--- config.mk ---
export PLATFORM = sky130hd
export DESIGN_NAME = adcfmt_top
export DESIGN_NICKNAME = d
export VERILOG_FILES = /design/src/rtl/adcfmt_pkg.sv /design/src/rtl/adcfmt_sync2.sv /design/src/rtl/adcfmt_top.sv
export SDC_FILE = /design/constraint.sdc
export NUM_CORES = 1
export LEC_CHECK = 0
export BUFFER_PORTS_ARGS = -buffer_cell sky130_fd_sc_hd__buf_2
export CAP_MARGIN = 10
export CORE_MARGIN = 2
export CORE_UTILIZATION = 54
export DETAILED_ROUTE_END_ITERATION = 8
export PLACE_DENSITY_LB_ADDON = 0.1
export SLEW_MARGIN = 20
export SYNTH_ARGS = -nofsm -noshare
export SYNTH_HDL_FRONTEND = slang
export SYNTH_SLANG_ARGS = --single-unit
--- constraint.sdc ---
create_clock -name clk_i -period 3.85 [get_ports clk_i]
set_clock_uncertainty 0.1 [all_clocks]
set_input_delay 0.385 -clock clk_i [delete_from_list [all_inputs] [get_ports clk_i]]
set_output_delay 0.385 -clock clk_i [all_outputs]
set_load 0.02 [all_outputs]
--- src/rtl/adcfmt_pkg.sv ---
package adcfmt_pkg;

  // ************************************************************
  // Register byte offsets on the Wishbone bus.
  // ************************************************************
  localparam logic [4:0] ADCFMT_OFS_CTRL_A  = 5'h00; // Enable, start, prescaler.
  localparam logic [4:0] ADCFMT_OFS_CTRL_B  = 5'h04; // Ready flags, channel extension.
  localparam logic [4:0] ADCFMT_OFS_CTRL_C  = 5'h08; // Start-up and tracking time.
  localparam logic [4:0] ADCFMT_OFS_CHREF   = 5'h0c; // Reference, adjust, channel.
  localparam logic [4:0] ADCFMT_OFS_RES_LO  = 5'h10; // Result low byte.
  localparam logic [4:0] ADCFMT_OFS_RES_HI  = 5'h14; // Result high byte.
  localparam logic [4:0] ADCFMT_OFS_IRQ_ST  = 5'h18; // Sticky event status.
  localparam logic [4:0] ADCFMT_OFS_IRQ_MSK = 5'h1c; // Event mask.

  // ************************************************************
  // Field positions inside the 8-bit registers.
  // ************************************************************
  localparam int ADCFMT_CA_EN      = 7;
  localparam int ADCFMT_CA_START   = 6;
  localparam int ADCFMT_CA_PRE_LSB = 0; // Three bits.
  localparam int ADCFMT_CB_SUP_OK  = 7;
  localparam int ADCFMT_CB_REF_OK  = 5;
  localparam int ADCFMT_CB_EXT     = 3;
  localparam int ADCFMT_CC_SUT_LSB = 2; // Five bits.
  localparam int ADCFMT_CC_TTH_LSB = 0; // Two bits.
  localparam int ADCFMT_CR_REF_LSB = 6; // Two bits.
  localparam int ADCFMT_CR_LADJ    = 5;
  localparam int ADCFMT_CR_CH_LSB  = 0; // Five bits.
  localparam int ADCFMT_ST_DONE    = 0;

  // ************************************************************
  // Values after reset.
  // ************************************************************
  localparam logic [2:0] ADCFMT_RST_PRE  = 3'h0;
  localparam logic [4:0] ADCFMT_RST_SUT  = 5'h00;
  localparam logic [1:0] ADCFMT_RST_TTH  = 2'h0;
  localparam logic [1:0] ADCFMT_RST_REF  = 2'h0;
  localparam logic [4:0] ADCFMT_RST_CH   = 5'h00;
  localparam logic       ADCFMT_RST_MASK = 1'b0;

  // ************************************************************
  // Timing constants.
  // ************************************************************
  localparam int unsigned ADCFMT_CLK_KHZ      = 25000;
  localparam int unsigned ADCFMT_MIN_TRACK_NS = 500;
  // Least time, so round up to whole cycles.
  localparam int unsigned ADCFMT_MIN_TRACK_CYC =
    (ADCFMT_MIN_TRACK_NS * ADCFMT_CLK_KHZ + 999999) / 1000000;
  localparam logic [7:0] ADCFMT_MIN_TRACK = 8'(ADCFMT_MIN_TRACK_CYC);
  localparam logic [7:0] ADCFMT_CONV_TICKS = 8'h0a; // Conversion clocks per result.
  localparam logic [1:0] ADCFMT_SUT_SHIFT  = 2'h2;  // Four clocks per start-up unit.
  localparam logic [4:0] ADCFMT_DIFF_CH    = 5'h08; // Low codes from here are differential.

  // ************************************************************
  // Sequencer states.
  // ************************************************************
  typedef enum logic [2:0] {
    ADCFMT_OFF     = 3'b000,
    ADCFMT_STARTUP = 3'b001,
    ADCFMT_READY   = 3'b010,
    ADCFMT_TRACK   = 3'b011,
    ADCFMT_CONVERT = 3'b100
  } adcfmt_state_t;

endpackage : adcfmt_pkg

--- src/rtl/adcfmt_sync2.sv ---
// ************************************************************
// Two-flop synchroniser for asynchronous level inputs.
// ************************************************************
module adcfmt_sync2 #(
  parameter int unsigned W = 1
) (
  input  wire logic         clk_i,
  input  wire logic         rst_i,
  input  wire logic [W-1:0] d_i,
  output logic      [W-1:0] q_o
);

  // The first stage feeds only the second, never any logic.
  typedef struct packed {
    logic [W-1:0] meta;
    logic [W-1:0] stable;
  } adcfmt_sync_t;

  adcfmt_sync_t s_r;   // Registered state.
  adcfmt_sync_t s_nxt; // Next state.

  // Shift the input through both stages.
  always_comb begin
    s_nxt        = s_r;
    s_nxt.meta   = d_i;
    s_nxt.stable = s_r.meta;
  end

  // Register with a synchronous clear.
  always_ff @(posedge clk_i) begin
    if (rst_i) begin
      s_r <= '0;
    end else begin
      s_r <= s_nxt;
    end
  end

  assign q_o = s_r.stable;

endmodule : adcfmt_sync2

--- src/rtl/adcfmt_top.sv ---
// Implementation choices: the placing of the registers and the Wishbone slave port.
module adcfmt_top
  import adcfmt_pkg::*;
(
  input  wire logic               clk_i,
  input  wire logic               rst_i,
  input  wire logic               wb_cyc_i,
  input  wire logic               wb_stb_i,
  input  wire logic               wb_we_i,
  input  wire logic [31:0]        wb_adr_i,
  input  wire logic [3:0]         wb_sel_i,
  input  wire logic [31:0]        wb_dat_i,
  output logic      [31:0]        wb_dat_o,
  output logic                    wb_ack_o,
  input  wire logic               analog_supply_ok_i,
  input  wire logic               reference_ok_i,
  input  wire logic signed [11:0] meas_i,
  output logic                    converter_enable_o,
  output logic                    sample_switch_o,
  output logic                    gain_sample_o,
  output logic                    secondary_conv_clock_o,
  output logic      [1:0]         reference_select_field_o,
  output logic      [5:0]         channel_o,
  output logic                    irq_o
);

  // ************************************************************
  // Module state.
  // ************************************************************
  typedef struct packed {
    adcfmt_state_t state;
    logic [6:0]    pre_cnt;   // Prescaler phase.
    logic          sec_clk;   // Secondary conversion clock.
    logic [7:0]    tick_cnt;  // Conversion clocks in the current phase.
    logic [7:0]    min_cnt;   // System cycles spent tracking.
    logic          sample_sw; // Input sampling switch.
    logic          gain_s;    // Gain stage sampling.
    logic          ack;
    logic [31:0]   dat;
    logic          irq;
    logic          enable;    // Converter enable.
    logic          start;     // Start request, busy while set.
    logic [2:0]    presc;     // Prescaler field.
    logic [4:0]    sut;       // Start-up time field.
    logic [1:0]    tth;       // Tracking time field.
    logic          ext;       // Channel select extension.
    logic [4:0]    chan;      // Channel select low.
    logic [1:0]    refsel;    // Reference select field.
    logic          ladj;      // Left adjust select.
    logic [9:0]    result;    // Latest coded result.
    logic [9:0]    shadow;    // Copy taken when the low byte is read.
    logic          stat;      // Sticky conversion done flag.
    logic          mask;      // Interrupt mask.
    logic [7:0]    trk_len;   // Length of the current switch closure.
    logic [7:0]    gain_len;  // Length of the current gain sample.
  } adcfmt_regs_t;

  adcfmt_regs_t s_r;   // Registered state.
  adcfmt_regs_t s_nxt; // Next state.

  logic [1:0] ok_sync;    // Synchronised supply and reference ready.
  logic       tick;       // One conversion clock period elapsed.
  logic [6:0] div_m1;     // Prescaler terminal count.
  logic [7:0] sut_ticks;  // Start-up length in conversion clocks.
  logic       diff_mode;  // Selected channel is differential.
  logic [9:0] code;       // Coded value of the current measurement.
  logic [15:0] adj_res;   // Result after alignment.
  logic [15:0] adj_shd;   // Shadow after alignment.
  logic [7:0] rdata;      // Read mux output.
  logic       req;        // New bus request this cycle.
  logic       wr;         // Write takes effect at this edge.
  logic [7:0] wd;         // Write data byte.
  logic       start_set;  // Software asks for a conversion.
  logic       load;       // Result loaded at this edge.

  // ************************************************************
  // Input synchronisation.
  // ************************************************************
  // Both ready flags come from the analog domain.
  adcfmt_sync2 #(
    .W (2)
  ) u_ok_sync (
    .clk_i (clk_i),
    .rst_i (rst_i),
    .d_i   ({analog_supply_ok_i, reference_ok_i}),
    .q_o   (ok_sync)
  );

  // ************************************************************
  // Derived values.
  // ************************************************************
  // Prescaler, coding and read alignment.
  always_comb begin
    // Field values 0 and 1 both give the smallest divider of 2.
    if (s_r.presc == 3'h0) begin
      div_m1 = 7'h01;
    end else begin
      div_m1 = 7'((8'h01 << s_r.presc) - 8'h01);
    end
    tick = (s_r.pre_cnt == div_m1);
    // Four conversion clocks per start-up unit, never less than one.
    sut_ticks = 8'({3'h0, s_r.sut} << ADCFMT_SUT_SHIFT);
    if (sut_ticks == 8'h00) begin
      sut_ticks = 8'h01;
    end
    diff_mode = s_r.ext | (s_r.chan >= ADCFMT_DIFF_CH);
    if (diff_mode) begin
      // Two's complement, clamped at both ends of the range.
      if (meas_i > 12'sd511) begin
        code = 10'h1ff;
      end else if (meas_i < -12'sd512) begin
        code = 10'h200;
      end else begin
        code = meas_i[9:0];
      end
    end else begin
      // Unsigned, negative inputs read as ground.
      if (meas_i > 12'sd1023) begin
        code = 10'h3ff;
      end else if (meas_i < 12'sd0) begin
        code = 10'h000;
      end else begin
        code = meas_i[9:0];
      end
    end
    if (s_r.ladj) begin
      adj_res = {s_r.result, 6'h00};
      adj_shd = {s_r.shadow, 6'h00};
    end else begin
      adj_res = {6'h00, s_r.result};
      adj_shd = {6'h00, s_r.shadow};
    end
  end

  // ************************************************************
  // Register read mux.
  // ************************************************************
  // The high byte comes from the shadow so a conversion that ends
  // between the two reads cannot mix two results.
  always_comb begin
    if (wb_adr_i[4:0] == ADCFMT_OFS_CTRL_A) begin
      rdata = {s_r.enable, s_r.start, 3'h0, s_r.presc};
    end else if (wb_adr_i[4:0] == ADCFMT_OFS_CTRL_B) begin
      rdata = {ok_sync[1], 1'b0, ok_sync[0], 1'b0, s_r.ext, 3'h0};
    end else if (wb_adr_i[4:0] == ADCFMT_OFS_CTRL_C) begin
      rdata = {1'b0, s_r.sut, s_r.tth};
    end else if (wb_adr_i[4:0] == ADCFMT_OFS_CHREF) begin
      rdata = {s_r.refsel, s_r.ladj, s_r.chan};
    end else if (wb_adr_i[4:0] == ADCFMT_OFS_RES_LO) begin
      rdata = adj_res[7:0];
    end else if (wb_adr_i[4:0] == ADCFMT_OFS_RES_HI) begin
      rdata = adj_shd[15:8];
    end else if (wb_adr_i[4:0] == ADCFMT_OFS_IRQ_ST) begin
      rdata = {7'h00, s_r.stat};
    end else if (wb_adr_i[4:0] == ADCFMT_OFS_IRQ_MSK) begin
      rdata = {7'h00, s_r.mask};
    end else begin
      rdata = 8'h00; // Unmapped addresses read zero and still ack.
    end
  end

  // ************************************************************
  // Next-state logic.
  // ************************************************************
  always_comb begin
    s_nxt = s_r;
    req   = wb_cyc_i & wb_stb_i & ~s_r.ack;
    wr    = s_r.ack & wb_cyc_i & wb_stb_i & wb_we_i & wb_sel_i[0];
    wd    = wb_dat_i[7:0];
    start_set = wr & (wb_adr_i[4:0] == ADCFMT_OFS_CTRL_A) &
                wd[ADCFMT_CA_START] & wd[ADCFMT_CA_EN];
    load  = 1'b0;
    // Bus answer one cycle after the request, data with it.
    s_nxt.ack = req;
    if (req) begin
      s_nxt.dat = {24'h000000, rdata};
      if (~wb_we_i && (wb_adr_i[4:0] == ADCFMT_OFS_RES_LO)) begin
        s_nxt.shadow = s_r.result;
      end
    end
    // Free-running prescaler and secondary clock.
    s_nxt.pre_cnt = tick ? 7'h00 : 7'(s_r.pre_cnt + 7'h01);
    if (tick) begin
      s_nxt.sec_clk = ~s_r.sec_clk;
    end
    // Register writes at the edge where the master sees ack.
    if (wr) begin
      if (wb_adr_i[4:0] == ADCFMT_OFS_CTRL_A) begin
        s_nxt.enable = wd[ADCFMT_CA_EN];
        s_nxt.presc  = wd[ADCFMT_CA_PRE_LSB +: 3];
        if (start_set) begin
          s_nxt.start = 1'b1;
        end
      end else if (wb_adr_i[4:0] == ADCFMT_OFS_CTRL_B) begin
        s_nxt.ext = wd[ADCFMT_CB_EXT];
      end else if (wb_adr_i[4:0] == ADCFMT_OFS_CTRL_C) begin
        s_nxt.sut = wd[ADCFMT_CC_SUT_LSB +: 5];
        s_nxt.tth = wd[ADCFMT_CC_TTH_LSB +: 2];
      end else if (wb_adr_i[4:0] == ADCFMT_OFS_CHREF) begin
        s_nxt.refsel = wd[ADCFMT_CR_REF_LSB +: 2];
        s_nxt.ladj   = wd[ADCFMT_CR_LADJ];
        s_nxt.chan   = wd[ADCFMT_CR_CH_LSB +: 5];
      end else if (wb_adr_i[4:0] == ADCFMT_OFS_IRQ_ST) begin
        if (wd[ADCFMT_ST_DONE]) begin
          s_nxt.stat = 1'b0;
        end
      end else if (wb_adr_i[4:0] == ADCFMT_OFS_IRQ_MSK) begin
        s_nxt.mask = wd[ADCFMT_ST_DONE];
      end
    end
    // Conversion sequencer.
    case (s_r.state)
      ADCFMT_OFF: begin
        if (s_nxt.enable) begin
          s_nxt.state    = ADCFMT_STARTUP;
          s_nxt.tick_cnt = 8'h00;
        end
      end
      ADCFMT_STARTUP: begin
        if (tick) begin
          s_nxt.tick_cnt = 8'(s_r.tick_cnt + 8'h01);
          if (8'(s_r.tick_cnt + 8'h01) >= sut_ticks) begin
            s_nxt.state = ADCFMT_READY;
          end
        end
      end
      ADCFMT_READY: begin
        // A pending start simply waits here for both ready flags.
        if (s_r.start && (ok_sync == 2'b11)) begin
          s_nxt.state     = ADCFMT_TRACK;
          s_nxt.pre_cnt   = 7'h00; // Align the clock to the phase.
          s_nxt.sec_clk   = 1'b1;
          s_nxt.tick_cnt  = 8'h00;
          s_nxt.min_cnt   = 8'h00;
          s_nxt.sample_sw = ~diff_mode;
          s_nxt.gain_s    = diff_mode;
        end
      end
      ADCFMT_TRACK: begin
        if (s_r.min_cnt != 8'hff) begin
          s_nxt.min_cnt = 8'(s_r.min_cnt + 8'h01);
        end
        if (tick) begin
          s_nxt.tick_cnt = 8'(s_r.tick_cnt + 8'h01);
        end
        if (s_r.gain_s) begin
          // Gain stage samples for one high half of the clock.
          if (tick) begin
            s_nxt.gain_s   = 1'b0;
            s_nxt.state    = ADCFMT_CONVERT;
            s_nxt.tick_cnt = 8'h00;
          end
        end else if ((s_r.min_cnt >= 8'(ADCFMT_MIN_TRACK - 8'h01)) &&
                     (s_nxt.tick_cnt >= 8'({6'h00, s_r.tth} + 8'h01))) begin
          s_nxt.sample_sw = 1'b0;
          s_nxt.state     = ADCFMT_CONVERT;
          s_nxt.tick_cnt  = 8'h00;
        end
      end
      ADCFMT_CONVERT: begin
        if (tick) begin
          s_nxt.tick_cnt = 8'(s_r.tick_cnt + 8'h01);
          if (s_r.tick_cnt == 8'(ADCFMT_CONV_TICKS - 8'h01)) begin
            load         = 1'b1;
            s_nxt.state  = ADCFMT_READY;
            s_nxt.result = code;
            s_nxt.start  = start_set;
          end
        end
      end
      default: begin
        s_nxt.state = ADCFMT_OFF;
      end
    endcase
    // The done flag is set after any clear so an event is never lost.
    if (load) begin
      s_nxt.stat = 1'b1;
    end
    // Disabling aborts everything and drops a pending start.
    if (!s_nxt.enable) begin
      s_nxt.state     = ADCFMT_OFF;
      s_nxt.start     = 1'b0;
      s_nxt.sample_sw = 1'b0;
      s_nxt.gain_s    = 1'b0;
    end
    s_nxt.irq = s_nxt.stat & s_nxt.mask;
    // Closure lengths, watched by the checks below.
    s_nxt.trk_len  = s_nxt.sample_sw ? 8'(s_r.trk_len + 8'h01) : 8'h00;
    s_nxt.gain_len = s_nxt.gain_s ? 8'(s_r.gain_len + 8'h01) : 8'h00;
  end

  // ************************************************************
  // State register.
  // ************************************************************
  always_ff @(posedge clk_i) begin
    if (rst_i) begin
      s_r        <= '0;
      s_r.state  <= ADCFMT_OFF;
      s_r.presc  <= ADCFMT_RST_PRE;
      s_r.sut    <= ADCFMT_RST_SUT;
      s_r.tth    <= ADCFMT_RST_TTH;
      s_r.refsel <= ADCFMT_RST_REF;
      s_r.chan   <= ADCFMT_RST_CH;
      s_r.mask   <= ADCFMT_RST_MASK;
    end else begin
      s_r <= s_nxt;
    end
  end

  assign wb_dat_o                 = s_r.dat;
  assign wb_ack_o                 = s_r.ack;
  assign converter_enable_o       = s_r.enable;
  assign sample_switch_o          = s_r.sample_sw;
  assign gain_sample_o            = s_r.gain_s;
  assign secondary_conv_clock_o   = s_r.sec_clk;
  assign reference_select_field_o = s_r.refsel;
  assign channel_o                = {s_r.ext, s_r.chan};
  assign irq_o                    = s_r.irq;

  // ************************************************************
  // Checks.
  // ************************************************************
  min_track_a: assert property (@(posedge clk_i) disable iff (rst_i)
    $fell(s_r.sample_sw) && s_r.enable |-> $past(s_r.trk_len) >= ADCFMT_MIN_TRACK)
    else $error("sampling switch opened too early");
  // The tick count of the closing cycle is rebuilt from the registered count, because the
  // next-state copy is already cleared for the conversion phase in that same cycle.
  track_ext_a: assert property (@(posedge clk_i) disable iff (rst_i)
    $fell(s_r.sample_sw) && s_r.enable |->
      s_r.state == ADCFMT_CONVERT &&
      8'($past(s_r.tick_cnt) + {7'h00, $past(tick)}) > {6'h00, $past(s_r.tth)})
    else $error("tracking shorter than the tracking field asks");
  gain_half_a: assert property (@(posedge clk_i) disable iff (rst_i)
    $fell(s_r.gain_s) && s_r.enable |-> $past(s_r.gain_len) == {1'b0, div_m1} + 8'h01)
    else $error("gain sample not half a secondary period");
  done_load_a: assert property (@(posedge clk_i) disable iff (rst_i)
    load |=> s_r.stat && s_r.result == $past(code) && s_r.state == ADCFMT_READY)
    else $error("completion did not flag and load the result");
  se_sat_a: assert property (@(posedge clk_i) disable iff (rst_i)
    load && !diff_mode && meas_i > 12'sd1023 |=> s_r.result == 10'h3ff)
    else $error("single-ended overrange not saturated");
  diff_sat_a: assert property (@(posedge clk_i) disable iff (rst_i)
    load && diff_mode && meas_i < -12'sd512 |=> s_r.result == 10'h200)
    else $error("differential underrange not saturated");
  sign_bit_a: assert property (@(posedge clk_i) disable iff (rst_i)
    load && diff_mode |=> s_r.result[9] == $past(meas_i < 12'sd0))
    else $error("sign bit wrong");
  right_adj_a: assert property (@(posedge clk_i) disable iff (rst_i)
    req && !wb_we_i && wb_adr_i[4:0] == ADCFMT_OFS_RES_LO && !s_r.ladj
      |=> s_r.dat[7:0] == $past(s_r.result[7:0]))
    else $error("right aligned low byte wrong");
  gate_ok_a: assert property (@(posedge clk_i) disable iff (rst_i)
    s_r.state == ADCFMT_TRACK && $past(s_r.state) == ADCFMT_READY |->
      $past(ok_sync) == 2'b11 && $past(s_r.start))
    else $error("conversion started without ready flags");
  start_busy_a: assert property (@(posedge clk_i) disable iff (rst_i)
    s_r.state == ADCFMT_TRACK || s_r.state == ADCFMT_CONVERT |-> s_r.start)
    else $error("start bit clear while busy");
  presc_a: assert property (@(posedge clk_i) disable iff (rst_i)
    s_r.presc == 3'h4 |-> div_m1 == 7'h0f)
    else $error("prescaler divide wrong");

endmodule : adcfmt_top
==> impl_metrics.xml, run 1 <==
<?xml version="1.0" encoding="UTF-8"?>
<metrics>
  <group name="outcome">
    <metric name="run_status" unit="">finished clean</metric>
  </group>
  <group name="sta">
    <metric name="report.final.slew_viol_count" unit="">0</metric>
    <metric name="setup_repair_after_global_routing_missed_its_margin" unit="">no</metric>
    <metric name="final-setup-viol-count" unit="">0</metric>
    <metric name="holdWs" unit="ns">0.141</metric>
    <metric name="timing.max_slew.rel_slack" unit="">0.482</metric>
    <metric name="worst_slew_pin_slew" unit="ns">0.778</metric>
    <metric name="timing.setup.tns" unit="ns">0</metric>
    <metric name="layout_min_cycle_time" unit="ns">3.63</metric>
    <metric name="final.period_utilization" unit="">0.942</metric>
    <metric name="timing.fmax" unit="MHz">276</metric>
    <metric name="hold_viol_final" unit="">0</metric>
  </group>
  <group name="floorplan">
    <metric name="floorplan.rows" unit="">35</metric>
    <metric name="die_width" unit="µm">102</metric>
    <metric name="floorplan.die_area" unit="µm²">10300</metric>
    <metric name="initial_cell_density_of_the_core" unit="">0.558</metric>
    <metric name="io-pin-count" unit="">133</metric>
    <metric name="coreArea" unit="µm²">9240</metric>
    <metric name="dieHeight" unit="µm">102</metric>
  </group>
  <group name="cts">
    <metric name="root_buffer" unit="">sky130_fd_sc_hd__clkbuf_8</metric>
    <metric name="cts.reportedPaths.clkPinSlew" unit="ns">0.08</metric>
    <metric name="clock_latency" unit="ns">0.36</metric>
    <metric name="cts_hold_buf" unit="">0</metric>
    <metric name="post_cts_setup_bufs" unit="">0</metric>
    <metric name="post_cts.resized_instances" unit="">0</metric>
    <metric name="cts.path.max_buffers" unit="">2</metric>
    <metric name="tritoncts" unit="">yes</metric>
    <metric name="cts_num_sinks" unit="">84</metric>
    <metric name="htree_num_levels" unit="">3</metric>
    <metric name="numCtsBuffers" unit="">9</metric>
  </group>
  <group name="critical_path">
    <metric name="critical-path-top-delay-family" unit="">compound AO/OA/AOI/OAI gates</metric>
    <metric name="crit_slowest_cell" unit="">sky130_fd_sc_hd__a2111oi_1</metric>
    <metric name="path_max_fanout" unit="">7</metric>
    <metric name="critPathBufInv" unit="">3</metric>
    <metric name="path_class" unit="">reg -&gt; reg</metric>
    <metric name="r2r_slack" unit="ns">0.22</metric>
    <metric name="reg2reg_from" unit="">s_r[113]</metric>
    <metric name="cp.required" unit="ns">4.03</metric>
    <metric name="worstSetupStartpointType" unit="">register</metric>
    <metric name="r2r_end" unit="">s_r[103]</metric>
    <metric name="endpoint_kind" unit="">register</metric>
    <metric name="timing.critical_path.arrival" unit="ns">3.81</metric>
    <metric name="critical-path-max-stage-delay" unit="ns">0.51</metric>
    <metric name="worst_r2r_path_depth" unit="">15</metric>
    <metric name="timing.critical_path.cells" unit="">inv_1 &gt; a2111oi_1 &gt; o21ai_1 &gt; nor2_4 &gt; inv_2 &gt; ha_1 &gt; ha_1 &gt; nor2b_1 &gt; o21ai_0 &gt; a21o_1 &gt; o2111ai_1 &gt; nand4_1 &gt; buf_4 &gt; a21o_1 &gt; a21oi_1</metric>
  </group>
  <group name="power">
    <metric name="irDropWorstVdd" unit="mV">0.157</metric>
    <metric name="power.density" unit="nW/µm²">318</metric>
    <metric name="total_leakage_power" unit="nW">2.15</metric>
  </group>
  <group name="layout">
    <metric name="mostFrequentLayoutCell" unit="">sky130_fd_sc_hd__nor2_1</metric>
    <metric name="syn2layout_area_growth" unit="%">5.71</metric>
    <metric name="finish.net_count" unit="">781</metric>
    <metric name="layout_cells_sized_above_1" unit="">0.138</metric>
    <metric name="antenna_cells" unit="">0</metric>
    <metric name="final_util" unit="">0.590</metric>
    <metric name="final-instance-count-excl-fill" unit="">811</metric>
    <metric name="layout.cells.most_common_list" unit="">96 x sky130_fd_sc_hd__nor2_1, 84 x sky130_fd_sc_hd__dfxtp_1, 63 x sky130_fd_sc_hd__nand2_1, 56 x sky130_fd_sc_hd__a21oi_1, 54 x sky130_fd_sc_hd__buf_2</metric>
  </group>
  <group name="flow_run">
    <metric name="maxCapViolCount" unit="">0</metric>
  </group>
  <group name="synthesis">
    <metric name="ys_warn_count" unit="">0</metric>
    <metric name="yosysSeqAreaShare" unit="">0.326</metric>
    <metric name="ys_dominant_reg_cell" unit="">sky130_fd_sc_hd__dfxtp_1</metric>
    <metric name="count_of_flip_flops_with_a_built_in_enable_after_synthesis" unit="">0</metric>
    <metric name="synth_top_area_cell" unit="">sky130_fd_sc_hd__dfxtp_1</metric>
    <metric name="syn-instance-count" unit="">666</metric>
    <metric name="netlist_area" unit="µm²">5150</metric>
    <metric name="synth_top_cell_area_share" unit="">0.326</metric>
    <metric name="yosys-top-cells-area" unit="">sky130_fd_sc_hd__dfxtp_1 33%, sky130_fd_sc_hd__nor2_1 7.0%, sky130_fd_sc_hd__buf_4 5.8%, sky130_fd_sc_hd__a21oi_1 5.4%, sky130_fd_sc_hd__nand2_1 4.6%</metric>
    <metric name="synth_cell_type_count" unit="">72</metric>
    <metric name="async_flop_share" unit="">0</metric>
    <metric name="syn-mean-instance-area" unit="µm²">7.74</metric>
    <metric name="ys_ff_latch" unit="">84</metric>
  </group>
  <group name="worst_hold_path">
    <metric name="min-delay-start" unit="">reference_ok_i</metric>
    <metric name="timing.hold.worst_endpoint" unit="">u_ok_sync.s_nxt[0]</metric>
    <metric name="hold_depth" unit="">2</metric>
    <metric name="hold_class" unit="">in -&gt; reg</metric>
  </group>
  <group name="drt">
    <metric name="drt_drc_violations_left" unit="">0</metric>
    <metric name="postRouteAntennaNets" unit="">0</metric>
    <metric name="via_per_inst" unit="">5.66</metric>
    <metric name="drtPass1Iterations" unit="">5</metric>
    <metric name="route.vias.total" unit="">4587</metric>
    <metric name="wire_per_inst" unit="µm">14.6</metric>
    <metric name="first_iter_violations" unit="">310</metric>
    <metric name="routed_wirelength" unit="µm">11900</metric>
  </group>
  <group name="global_routing">
    <metric name="antenna_violations_before_repair" unit="">0</metric>
    <metric name="pin_count_of_the_biggest_net_entering_global_routing" unit="">39</metric>
    <metric name="global_route_usage_over_all_layers" unit="">0.232</metric>
    <metric name="first_pass_grt_wire_length" unit="µm">19100</metric>
    <metric name="grt_overflow_total" unit="">0</metric>
    <metric name="grt_pass1_vias" unit="">3877</metric>
  </group>
  <group name="placed_design">
    <metric name="place_congestion" unit="">0.919</metric>
    <metric name="number_of_buffer_cells_added_on_primary_ports" unit="">54</metric>
    <metric name="place_hpwl" unit="µm">8560</metric>
    <metric name="place.detailed.instances" unit="">796</metric>
  </group>
</metrics>
[worst reg2reg max path, cell delays in order (launching register included)]
cell and delay (ns):
sky130_fd_sc_hd__dfxtp_1 0.38, sky130_fd_sc_hd__inv_1 0.07, sky130_fd_sc_hd__a2111oi_1 0.51, sky130_fd_sc_hd__o21ai_1 0.33
sky130_fd_sc_hd__nor2_4 0.22, sky130_fd_sc_hd__inv_2 0.05, sky130_fd_sc_hd__ha_1 0.29, sky130_fd_sc_hd__ha_1 0.27
sky130_fd_sc_hd__nor2b_1 0.11, sky130_fd_sc_hd__o21ai_0 0.18, sky130_fd_sc_hd__a21o_1 0.20, sky130_fd_sc_hd__o2111ai_1 0.22
sky130_fd_sc_hd__nand4_1 0.13, sky130_fd_sc_hd__buf_4 0.18, sky130_fd_sc_hd__a21o_1 0.18, sky130_fd_sc_hd__a21oi_1 0.13
[kinds of logic after synthesis]
kind of cell,synth area share
muxes,0.0471
DFF,0.326
other,0.000728
adders and majority gates,0.0388
AOI/OAI and AO/OA,0.192
xor gates and xnor gates,0.0374
and+or+nand+nor,0.249
buffers and inverters,0.109
[flip-flops by register name, indices dropped and copies added (netlist names), 2 cells and up]
| register | count |
|---|---|
| u_ok_sync.q_o | 2 |
| s_r | 58 |
| wb_dat_o | 8 |
| reference_select_field_o | 2 |
| u_ok_sync.s_nxt | 2 |
| channel_o | 6 |
[through the flow]
stage               power (mW)  worst slack [ns]  area, µm²
floorplan                 1.04             0.562       5240
global placement          1.07             0.404       5240
detailed placement        1.07             0.344       5240
CTS                       1.75             0.279       5450
global route              1.80           0.00926       5450
finish                    1.73             0.223       5450
[Yosys cell counts (all sizes together) (3+ instances only)]
| cell type | n |
|---|---|
| a2111oi | 3 |
| a211oi | 13 |
| a21o | 4 |
| a21oi | 57 |
| a22oi | 3 |
| a311oi | 4 |
| a31oi | 5 |
| and2 | 3 |
| and3 | 8 |
| buf | 49 |
| clkbuf | 35 |
| dfxtp | 84 |
| ha | 16 |
| inv | 18 |
| mux2i | 22 |
| nand2 | 63 |
| nand2b | 4 |
| nand3 | 30 |
| nand3b | 3 |
| nand4 | 7 |
| nor2 | 98 |
| nor2b | 13 |
| nor3 | 15 |
| o2111ai | 4 |
| o21a | 3 |
| o21ai | 24 |
| o221ai | 5 |
| o22ai | 3 |
| or2 | 5 |
| or3 | 5 |
| xnor2 | 12 |
| xor2 | 10 |
[worst max path at each step]
| stage | start | endpoint | slack (ns) | depth (start not counted) |
|---|---|---|---|---|
| global placement | s_r[113] | s_r[121] | 0.40 | 14 |
| floorplan | s_r[113] | s_r[103] | 0.56 | 15 |
| global route | s_r[113] | s_r[121] | 0.009 | 14 |
| detailed placement | s_r[113] | s_r[103] | 0.34 | 15 |
| finish | s_r[113] | s_r[103] | 0.22 | 15 |
| CTS | s_r[113] | s_r[103] | 0.28 | 15 |
[area by class of cell]
| type | instances | area [µm²] |
|---|---|---|
| fill | 908 | 3790 |
| tap | 129 | 161 |
| inverter | 18 | 67.6 |
| clock inverter | 4 | 75.1 |
| multi-input combinational | 503 | 3000 |
| clock buffer | 11 | 131 |
| timing repair buffer | 62 | 330 |
| sequential | 84 | 1680 |
[metal layers]
layer / vias up / share of wire / track usage
li1: 2292 / - / -
met1: 2119 / 0.48 / 0.349
met2: 158 / 0.44 / 0.335
met3: 18 / 0.066 / 0.0421
met4: 0 / 0.012 / 0.0696
met5: - / 0 / 0
[report_power, final]
part,internal [mW],total [mW],switching [mW]
logic,0.0528,0.170,0.117
registers,0.877,0.884,0.00621
clock network,0.362,0.677,0.314
(Power assumes the default switching activity.)
==> run 2, diff against run 1 <==
--- a/config.mk
+++ b/config.mk
@@ -8,7 +8,7 @@
 export BUFFER_PORTS_ARGS = -buffer_cell sky130_fd_sc_hd__buf_2
 export CAP_MARGIN = 10
 export CORE_MARGIN = 2
-export CORE_UTILIZATION = 54
+export CORE_UTILIZATION = 55
 export DETAILED_ROUTE_END_ITERATION = 8
 export PLACE_DENSITY_LB_ADDON = 0.1
 export SLEW_MARGIN = 20
==> constraint.sdc (replaced) <==
create_clock -name clk_i -period 4.3 [get_ports clk_i]
set_clock_uncertainty 0.1 [all_clocks]
set_input_delay 0.86 -clock clk_i [delete_from_list [all_inputs] [get_ports clk_i]]
set_output_delay 0.86 -clock clk_i [all_outputs]
set_load 0.02 [all_outputs]
==> impl_metrics.xml, run 2 (synthesis results as in run 1) <==
<?xml version="1.0" encoding="UTF-8"?>
<metrics>
  <group name="sta">
    <metric name="hold_viol_final" unit="">0</metric>
    <metric name="timing.setup.tns" unit="ns">0</metric>
    <metric name="timing.fmax" unit="MHz">254</metric>
    <metric name="worst_slew_pin_slew" unit="ns">0.828</metric>
    <metric name="layout_min_cycle_time" unit="ns">3.93</metric>
    <metric name="report.final.slew_viol_count" unit="">0</metric>
    <metric name="final-setup-viol-count" unit="">0</metric>
    <metric name="final.period_utilization" unit="">0.915</metric>
    <metric name="setup_repair_after_global_routing_missed_its_margin" unit="">no</metric>
    <metric name="timing.max_slew.rel_slack" unit="">0.444</metric>
  </group>
  <group name="cts">
    <metric name="cts_hold_buf" unit="">0</metric>
    <metric name="cts_num_sinks" unit="">84</metric>
    <metric name="post_cts_setup_bufs" unit="">0</metric>
    <metric name="htree_num_levels" unit="">3</metric>
    <metric name="cts.reportedPaths.clkPinSlew" unit="ns">0.08</metric>
    <metric name="cts.path.max_buffers" unit="">2</metric>
    <metric name="tritoncts" unit="">yes</metric>
    <metric name="numCtsBuffers" unit="">9</metric>
    <metric name="root_buffer" unit="">sky130_fd_sc_hd__clkbuf_8</metric>
    <metric name="post_cts.resized_instances" unit="">0</metric>
    <metric name="clock_latency" unit="ns">0.35</metric>
  </group>
  <group name="layout">
    <metric name="finish.net_count" unit="">776</metric>
    <metric name="multi_input_area" unit="µm²">3000</metric>
    <metric name="fillers" unit="">903</metric>
    <metric name="register_area" unit="µm²">1680</metric>
    <metric name="largest_reg_flops" unit="">58</metric>
    <metric name="top_register" unit="">s_r</metric>
    <metric name="antenna_cells" unit="">0</metric>
    <metric name="layout_cells_sized_above_1" unit="">0.132</metric>
    <metric name="syn2layout_area_growth" unit="%">4.93</metric>
    <metric name="layout.cells.most_common_list" unit="">96 x sky130_fd_sc_hd__nor2_1, 84 x sky130_fd_sc_hd__dfxtp_1, 63 x sky130_fd_sc_hd__nand2_1, 56 x sky130_fd_sc_hd__a21oi_1, 54 x sky130_fd_sc_hd__buf_2</metric>
    <metric name="final-instance-count-excl-fill" unit="">787</metric>
    <metric name="mostFrequentLayoutCell" unit="">sky130_fd_sc_hd__nor2_1</metric>
  </group>
  <group name="global_routing">
    <metric name="antenna_violations_before_repair" unit="">0</metric>
    <metric name="first_pass_grt_wire_length" unit="µm">19300</metric>
    <metric name="grt_overflow_total" unit="">0</metric>
    <metric name="pin_count_of_the_biggest_net_entering_global_routing" unit="">39</metric>
    <metric name="global_route_usage_over_all_layers" unit="">0.236</metric>
    <metric name="grt_pass1_vias" unit="">3958</metric>
  </group>
  <group name="power">
    <metric name="irDropWorstVdd" unit="mV">0.146</metric>
    <metric name="power.density" unit="nW/µm²">295</metric>
    <metric name="total_leakage_power" unit="nW">2.14</metric>
  </group>
  <group name="floorplan">
    <metric name="dieHeight" unit="µm">101</metric>
    <metric name="floorplan.rows" unit="">35</metric>
    <metric name="floorplan.die_area" unit="µm²">10200</metric>
    <metric name="coreArea" unit="µm²">9150</metric>
    <metric name="die_width" unit="µm">101</metric>
    <metric name="initial_cell_density_of_the_core" unit="">0.563</metric>
    <metric name="io-pin-count" unit="">133</metric>
  </group>
  <group name="worst_hold_path">
    <metric name="hold_class" unit="">reg -&gt; reg</metric>
  </group>
  <group name="drt">
    <metric name="wire_per_inst" unit="µm">14.9</metric>
    <metric name="via_per_inst" unit="">5.88</metric>
    <metric name="routed_wirelength" unit="µm">11700</metric>
    <metric name="drtPass1Iterations" unit="">5</metric>
    <metric name="first_iter_violations" unit="">347</metric>
    <metric name="route.vias.total" unit="">4625</metric>
    <metric name="postRouteAntennaNets" unit="">0</metric>
    <metric name="drt_drc_violations_left" unit="">0</metric>
  </group>
  <group name="critical_path">
    <metric name="worstSetupStartpointType" unit="">register</metric>
    <metric name="timing.critical_path.cells" unit="">inv_1 &gt; a2111oi_1 &gt; o21ai_1 &gt; nor2_4 &gt; nand2_1 &gt; xnor2_1 &gt; ha_1 &gt; a21oi_1 &gt; o21ai_0 &gt; a21o_1 &gt; o2111ai_1 &gt; nand4_1 &gt; a21o_1 &gt; a21oi_1</metric>
    <metric name="path_class" unit="">reg -&gt; reg</metric>
    <metric name="cp.required" unit="ns">4.47</metric>
    <metric name="critical-path-max-stage-delay" unit="ns">0.46</metric>
    <metric name="endpoint_kind" unit="">register</metric>
    <metric name="path_max_fanout" unit="">14</metric>
    <metric name="timing.critical_path.arrival" unit="ns">4.11</metric>
    <metric name="crit_slowest_cell" unit="">sky130_fd_sc_hd__a2111oi_1</metric>
  </group>
  <group name="placed_design">
    <metric name="number_of_buffer_cells_added_on_primary_ports" unit="">54</metric>
    <metric name="place_hpwl" unit="µm">8590</metric>
    <metric name="place_congestion" unit="">0.884</metric>
    <metric name="place.detailed.instances" unit="">773</metric>
  </group>
  <group name="flow_run">
    <metric name="maxCapViolCount" unit="">0</metric>
  </group>
  <group name="outcome">
    <metric name="run_status" unit="">finished clean</metric>
  </group>
</metrics>
[run 2: cell count changes in the layout (fill, tap and decap cells not counted), sizes merged]
| cell | delta |
|---|---|
| buf | -5 |
| bufinv | +1 |
| clkbuf | -1 |
| clkinvlp | -2 |
| inv | +1 |
[run 2: through the flow]
stage | utilization | hold slack [ns] | worst slack [ns] | total power, mW | area (µm²)
2_1_floorplan | - | 0.314 | 1.01 | 0.934 | 5240
3_3_place_gp | 0.566 | 0.329 | 0.450 | 0.954 | 5180
3_5_place_dp | 0.566 | 0.333 | 0.409 | 0.956 | 5180
4_1_cts | 0.591 | 0.352 | 0.365 | 1.61 | 5410
5_1_grt | 0.591 | 0.365 | 0.00480 | 1.65 | 5410
6_report | 0.591 | 0.349 | 0.367 | 1.60 | 5410
[run 2: cell type report]
class                   count  share of cell area
clock inverters             4              0.0183
clock buffers              10              0.0236
well taps                 111              0.0257
inverters                  18              0.0125
multi-input cells         503               0.555
repair buffers             57              0.0541
flip-flops and latches     84               0.311
[run 2: routing by layer]
metal / vias to the layer above / global-route usage / share of wire / routed length, µm
met2: 182 / 0.349 / 0.44 / 5160
met5: - / 0 / 0 / 0
li1: 2286 / - / - / -
met1: 2144 / 0.357 / 0.48 / 5670
met4: 0 / 0.0674 / 0.012 / 142
met3: 13 / 0.0291 / 0.064 / 756
[run 2: critical path: cells and delay by family (launching register included)]
family                   cells  cell delay, ns
AO/OA/AOI/OAI                8            1.90
buffers and inverters        1            0.07
flip-flops                   1            0.38
XOR/XNOR                     1            0.26
adder cells (fa/ha/maj)      1            0.29
AND/OR/NAND/NOR              3            0.85
[run 2: power by group]
| group | internal (mW) | leakage [nW] | switching, mW |
|---|---|---|---|
| Clock | 0.382 | 0.113 | 0.276 |
| Combinational | 0.0439 | 1.35 | 0.104 |
| Sequential | 0.786 | 0.679 | 0.00531 |
[run 2: worst paths after layout]
kind                            from                to  slack [ns]  cells past startpoint
setup / recovery            s_r[113]          s_r[103]        0.37                     14
setup reg to reg            s_r[113]          s_r[103]        0.37                     14
hold reg to reg   u_ok_sync.s_nxt[1]  u_ok_sync.q_o[1]        0.35                      1
hold / removal    u_ok_sync.s_nxt[1]  u_ok_sync.q_o[1]        0.35                      1
==> run 3, diff against run 2 <==
--- a/config.mk
+++ b/config.mk
@@ -11,6 +11,7 @@
 export CORE_UTILIZATION = 55
 export DETAILED_ROUTE_END_ITERATION = 8
 export PLACE_DENSITY_LB_ADDON = 0.1
+export REMOVE_ABC_BUFFERS = 1
 export SLEW_MARGIN = 20
 export SYNTH_ARGS = -nofsm -noshare
 export SYNTH_HDL_FRONTEND = slang
==> impl_metrics.xml, run 3 (synthesis results as in run 1) <==
<?xml version="1.0" encoding="UTF-8"?>
<metrics>
  <group name="outcome">
    <metric name="run_status" unit="">finished clean</metric>
  </group>
  <group name="drt">
    <metric name="drtPass1Iterations" unit="">5</metric>
    <metric name="wire_per_inst" unit="µm">15.1</metric>
    <metric name="first_iter_violations" unit="">318</metric>
    <metric name="postRouteAntennaNets" unit="">0</metric>
    <metric name="routed_wirelength" unit="µm">11900</metric>
    <metric name="route.vias.total" unit="">4538</metric>
    <metric name="drt_drc_violations_left" unit="">0</metric>
    <metric name="via_per_inst" unit="">5.74</metric>
  </group>
  <group name="critical_path">
    <metric name="critical-path-top-delay-family" unit="">compound AO/OA/AOI/OAI gates</metric>
    <metric name="path_class" unit="">reg -&gt; reg</metric>
    <metric name="critPathBufInv" unit="">2</metric>
    <metric name="critical-path-max-stage-delay" unit="ns">0.46</metric>
    <metric name="path_max_fanout" unit="">7</metric>
    <metric name="cp.required" unit="ns">4.50</metric>
    <metric name="timing.critical_path.arrival" unit="ns">3.98</metric>
    <metric name="r2r_slack" unit="ns">0.52</metric>
    <metric name="endpoint_kind" unit="">register</metric>
    <metric name="worst_r2r_path_depth" unit="">14</metric>
    <metric name="r2r_end" unit="">s_r[105]</metric>
    <metric name="reg2reg_from" unit="">s_r[113]</metric>
    <metric name="worstSetupStartpointType" unit="">register</metric>
    <metric name="timing.critical_path.cells" unit="">inv_1 &gt; a2111oi_1 &gt; o21ai_1 &gt; nor2_4 &gt; inv_2 &gt; ha_1 &gt; ha_1 &gt; nor2b_1 &gt; o21ai_0 &gt; a21o_1 &gt; o2111ai_1 &gt; nand4_1 &gt; nor2_1 &gt; a21o_1</metric>
    <metric name="crit_slowest_cell" unit="">sky130_fd_sc_hd__a2111oi_1</metric>
  </group>
  <group name="cts">
    <metric name="root_buffer" unit="">sky130_fd_sc_hd__clkbuf_8</metric>
    <metric name="htree_num_levels" unit="">3</metric>
    <metric name="post_cts_setup_bufs" unit="">0</metric>
    <metric name="cts_num_sinks" unit="">84</metric>
    <metric name="cts.path.max_buffers" unit="">2</metric>
    <metric name="numCtsBuffers" unit="">9</metric>
    <metric name="tritoncts" unit="">yes</metric>
    <metric name="cts_hold_buf" unit="">0</metric>
    <metric name="cts.reportedPaths.clkPinSlew" unit="ns">0.08</metric>
    <metric name="post_cts.resized_instances" unit="">0</metric>
    <metric name="clock_latency" unit="ns">0.36</metric>
  </group>
  <group name="floorplan">
    <metric name="die_width" unit="µm">101</metric>
    <metric name="io-pin-count" unit="">133</metric>
    <metric name="floorplan.die_area" unit="µm²">10200</metric>
    <metric name="floorplan.rows" unit="">35</metric>
    <metric name="coreArea" unit="µm²">9150</metric>
    <metric name="dieHeight" unit="µm">101</metric>
    <metric name="initial_cell_density_of_the_core" unit="">0.563</metric>
  </group>
  <group name="power">
    <metric name="total_leakage_power" unit="nW">2.13</metric>
    <metric name="power.density" unit="nW/µm²">280</metric>
    <metric name="total_power" unit="mW">1.51</metric>
    <metric name="irDropWorstVdd" unit="mV">0.163</metric>
  </group>
  <group name="layout">
    <metric name="layout.cells.most_common_list" unit="">96 x sky130_fd_sc_hd__nor2_1, 84 x sky130_fd_sc_hd__dfxtp_1, 63 x sky130_fd_sc_hd__nand2_1, 56 x sky130_fd_sc_hd__a21oi_1, 54 x sky130_fd_sc_hd__buf_2</metric>
    <metric name="layout_cells_sized_above_1" unit="">0.134</metric>
    <metric name="largest_reg_flops" unit="">58</metric>
    <metric name="final_util" unit="">0.589</metric>
    <metric name="final_design_area_no_fill" unit="µm²">5390</metric>
    <metric name="final-instance-count-excl-fill" unit="">790</metric>
    <metric name="syn2layout_area_growth" unit="%">4.54</metric>
    <metric name="mostFrequentLayoutCell" unit="">sky130_fd_sc_hd__nor2_1</metric>
    <metric name="top_register" unit="">s_r</metric>
    <metric name="finish.net_count" unit="">778</metric>
    <metric name="antenna_cells" unit="">0</metric>
  </group>
  <group name="sta">
    <metric name="setup_repair_after_global_routing_missed_its_margin" unit="">no</metric>
    <metric name="layout_min_cycle_time" unit="ns">3.78</metric>
    <metric name="timing.setup.tns" unit="ns">0</metric>
    <metric name="timing.max_slew.rel_slack" unit="">0.412</metric>
    <metric name="final-setup-viol-count" unit="">0</metric>
    <metric name="holdWs" unit="ns">0.342</metric>
    <metric name="timing.fmax" unit="MHz">264</metric>
    <metric name="worst_slew_pin_slew" unit="ns">0.875</metric>
    <metric name="final.period_utilization" unit="">0.879</metric>
    <metric name="report.final.slew_viol_count" unit="">0</metric>
    <metric name="hold_viol_final" unit="">0</metric>
    <metric name="worst_slack" unit="ns">0.519</metric>
  </group>
  <group name="global_routing">
    <metric name="pin_count_of_the_biggest_net_entering_global_routing" unit="">32</metric>
    <metric name="grt_pass1_vias" unit="">3985</metric>
    <metric name="first_pass_grt_wire_length" unit="µm">19300</metric>
    <metric name="global_route_usage_over_all_layers" unit="">0.239</metric>
    <metric name="grt_overflow_total" unit="">0</metric>
    <metric name="antenna_violations_before_repair" unit="">0</metric>
  </group>
  <group name="placed_design">
    <metric name="postPlaceCellArea" unit="µm²">5190</metric>
    <metric name="place_worst_setup_slack" unit="ns">0.575</metric>
    <metric name="place.detailed.instances" unit="">775</metric>
    <metric name="place_hpwl" unit="µm">8760</metric>
    <metric name="number_of_buffer_cells_added_on_primary_ports" unit="">54</metric>
    <metric name="place_congestion" unit="">0.887</metric>
  </group>
  <group name="flow_run">
    <metric name="maxCapViolCount" unit="">0</metric>
  </group>
  <group name="worst_hold_path">
    <metric name="timing.hold.worst_endpoint" unit="">u_ok_sync.q_o[1]</metric>
    <metric name="hold_depth" unit="">1</metric>
    <metric name="hold_class" unit="">reg -&gt; reg</metric>
    <metric name="min-delay-start" unit="">u_ok_sync.s_nxt[1]</metric>
  </group>
</metrics>
-- run 3: cell types whose count changed in the layout (fill, tap and decap cells not counted) --
cell,delta
sky130_fd_sc_hd__buf_4,+2
sky130_fd_sc_hd__bufinv_16,-2
sky130_fd_sc_hd__clkbuf_1,+1
sky130_fd_sc_hd__clkbuf_8,+1
sky130_fd_sc_hd__clkinvlp_4,+1
-- run 3: worst max-delay path by stage --
stage,cells past startpoint,from,slack (ns),endpoint
after floorplan,14,s_r[113],0.97,s_r[103]
after global routing,13,s_r[113],0.12,s_r[108]
final,14,s_r[113],0.52,s_r[105]
after detailed placement,14,s_r[55],0.58,s_r[103]
after global placement,14,s_r[113],0.63,s_r[105]
after CTS,14,s_r[113],0.56,s_r[103]
-- run 3: final cells by class --
class	instances	area (µm²)
flip-flops and latches	84	1680
fillers	862	3760
inverters	18	67.6
repair buffers	59	308
multi-input cells	503	3000
clock inverters	3	46.3
well taps	111	139
clock buffers	12	145
-- run 3: power by group --
group / internal, mW / switching [mW] / leakage [nW]
registers: 0.786 / 0.00550 / 0.679
logic: 0.0454 / 0.103 / 1.36
clock network: 0.284 / 0.283 / 0.0931
total: 1.12 / 0.392 / 2.13
-- run 3: routing by layer --
metal  vias up  track usage  wire length, µm
met5         -            0                0
met4         0       0.0822              159
met3        13       0.0270              575
met2       118        0.362             5250
met1      2111        0.351             5930
li1       2296            -                -
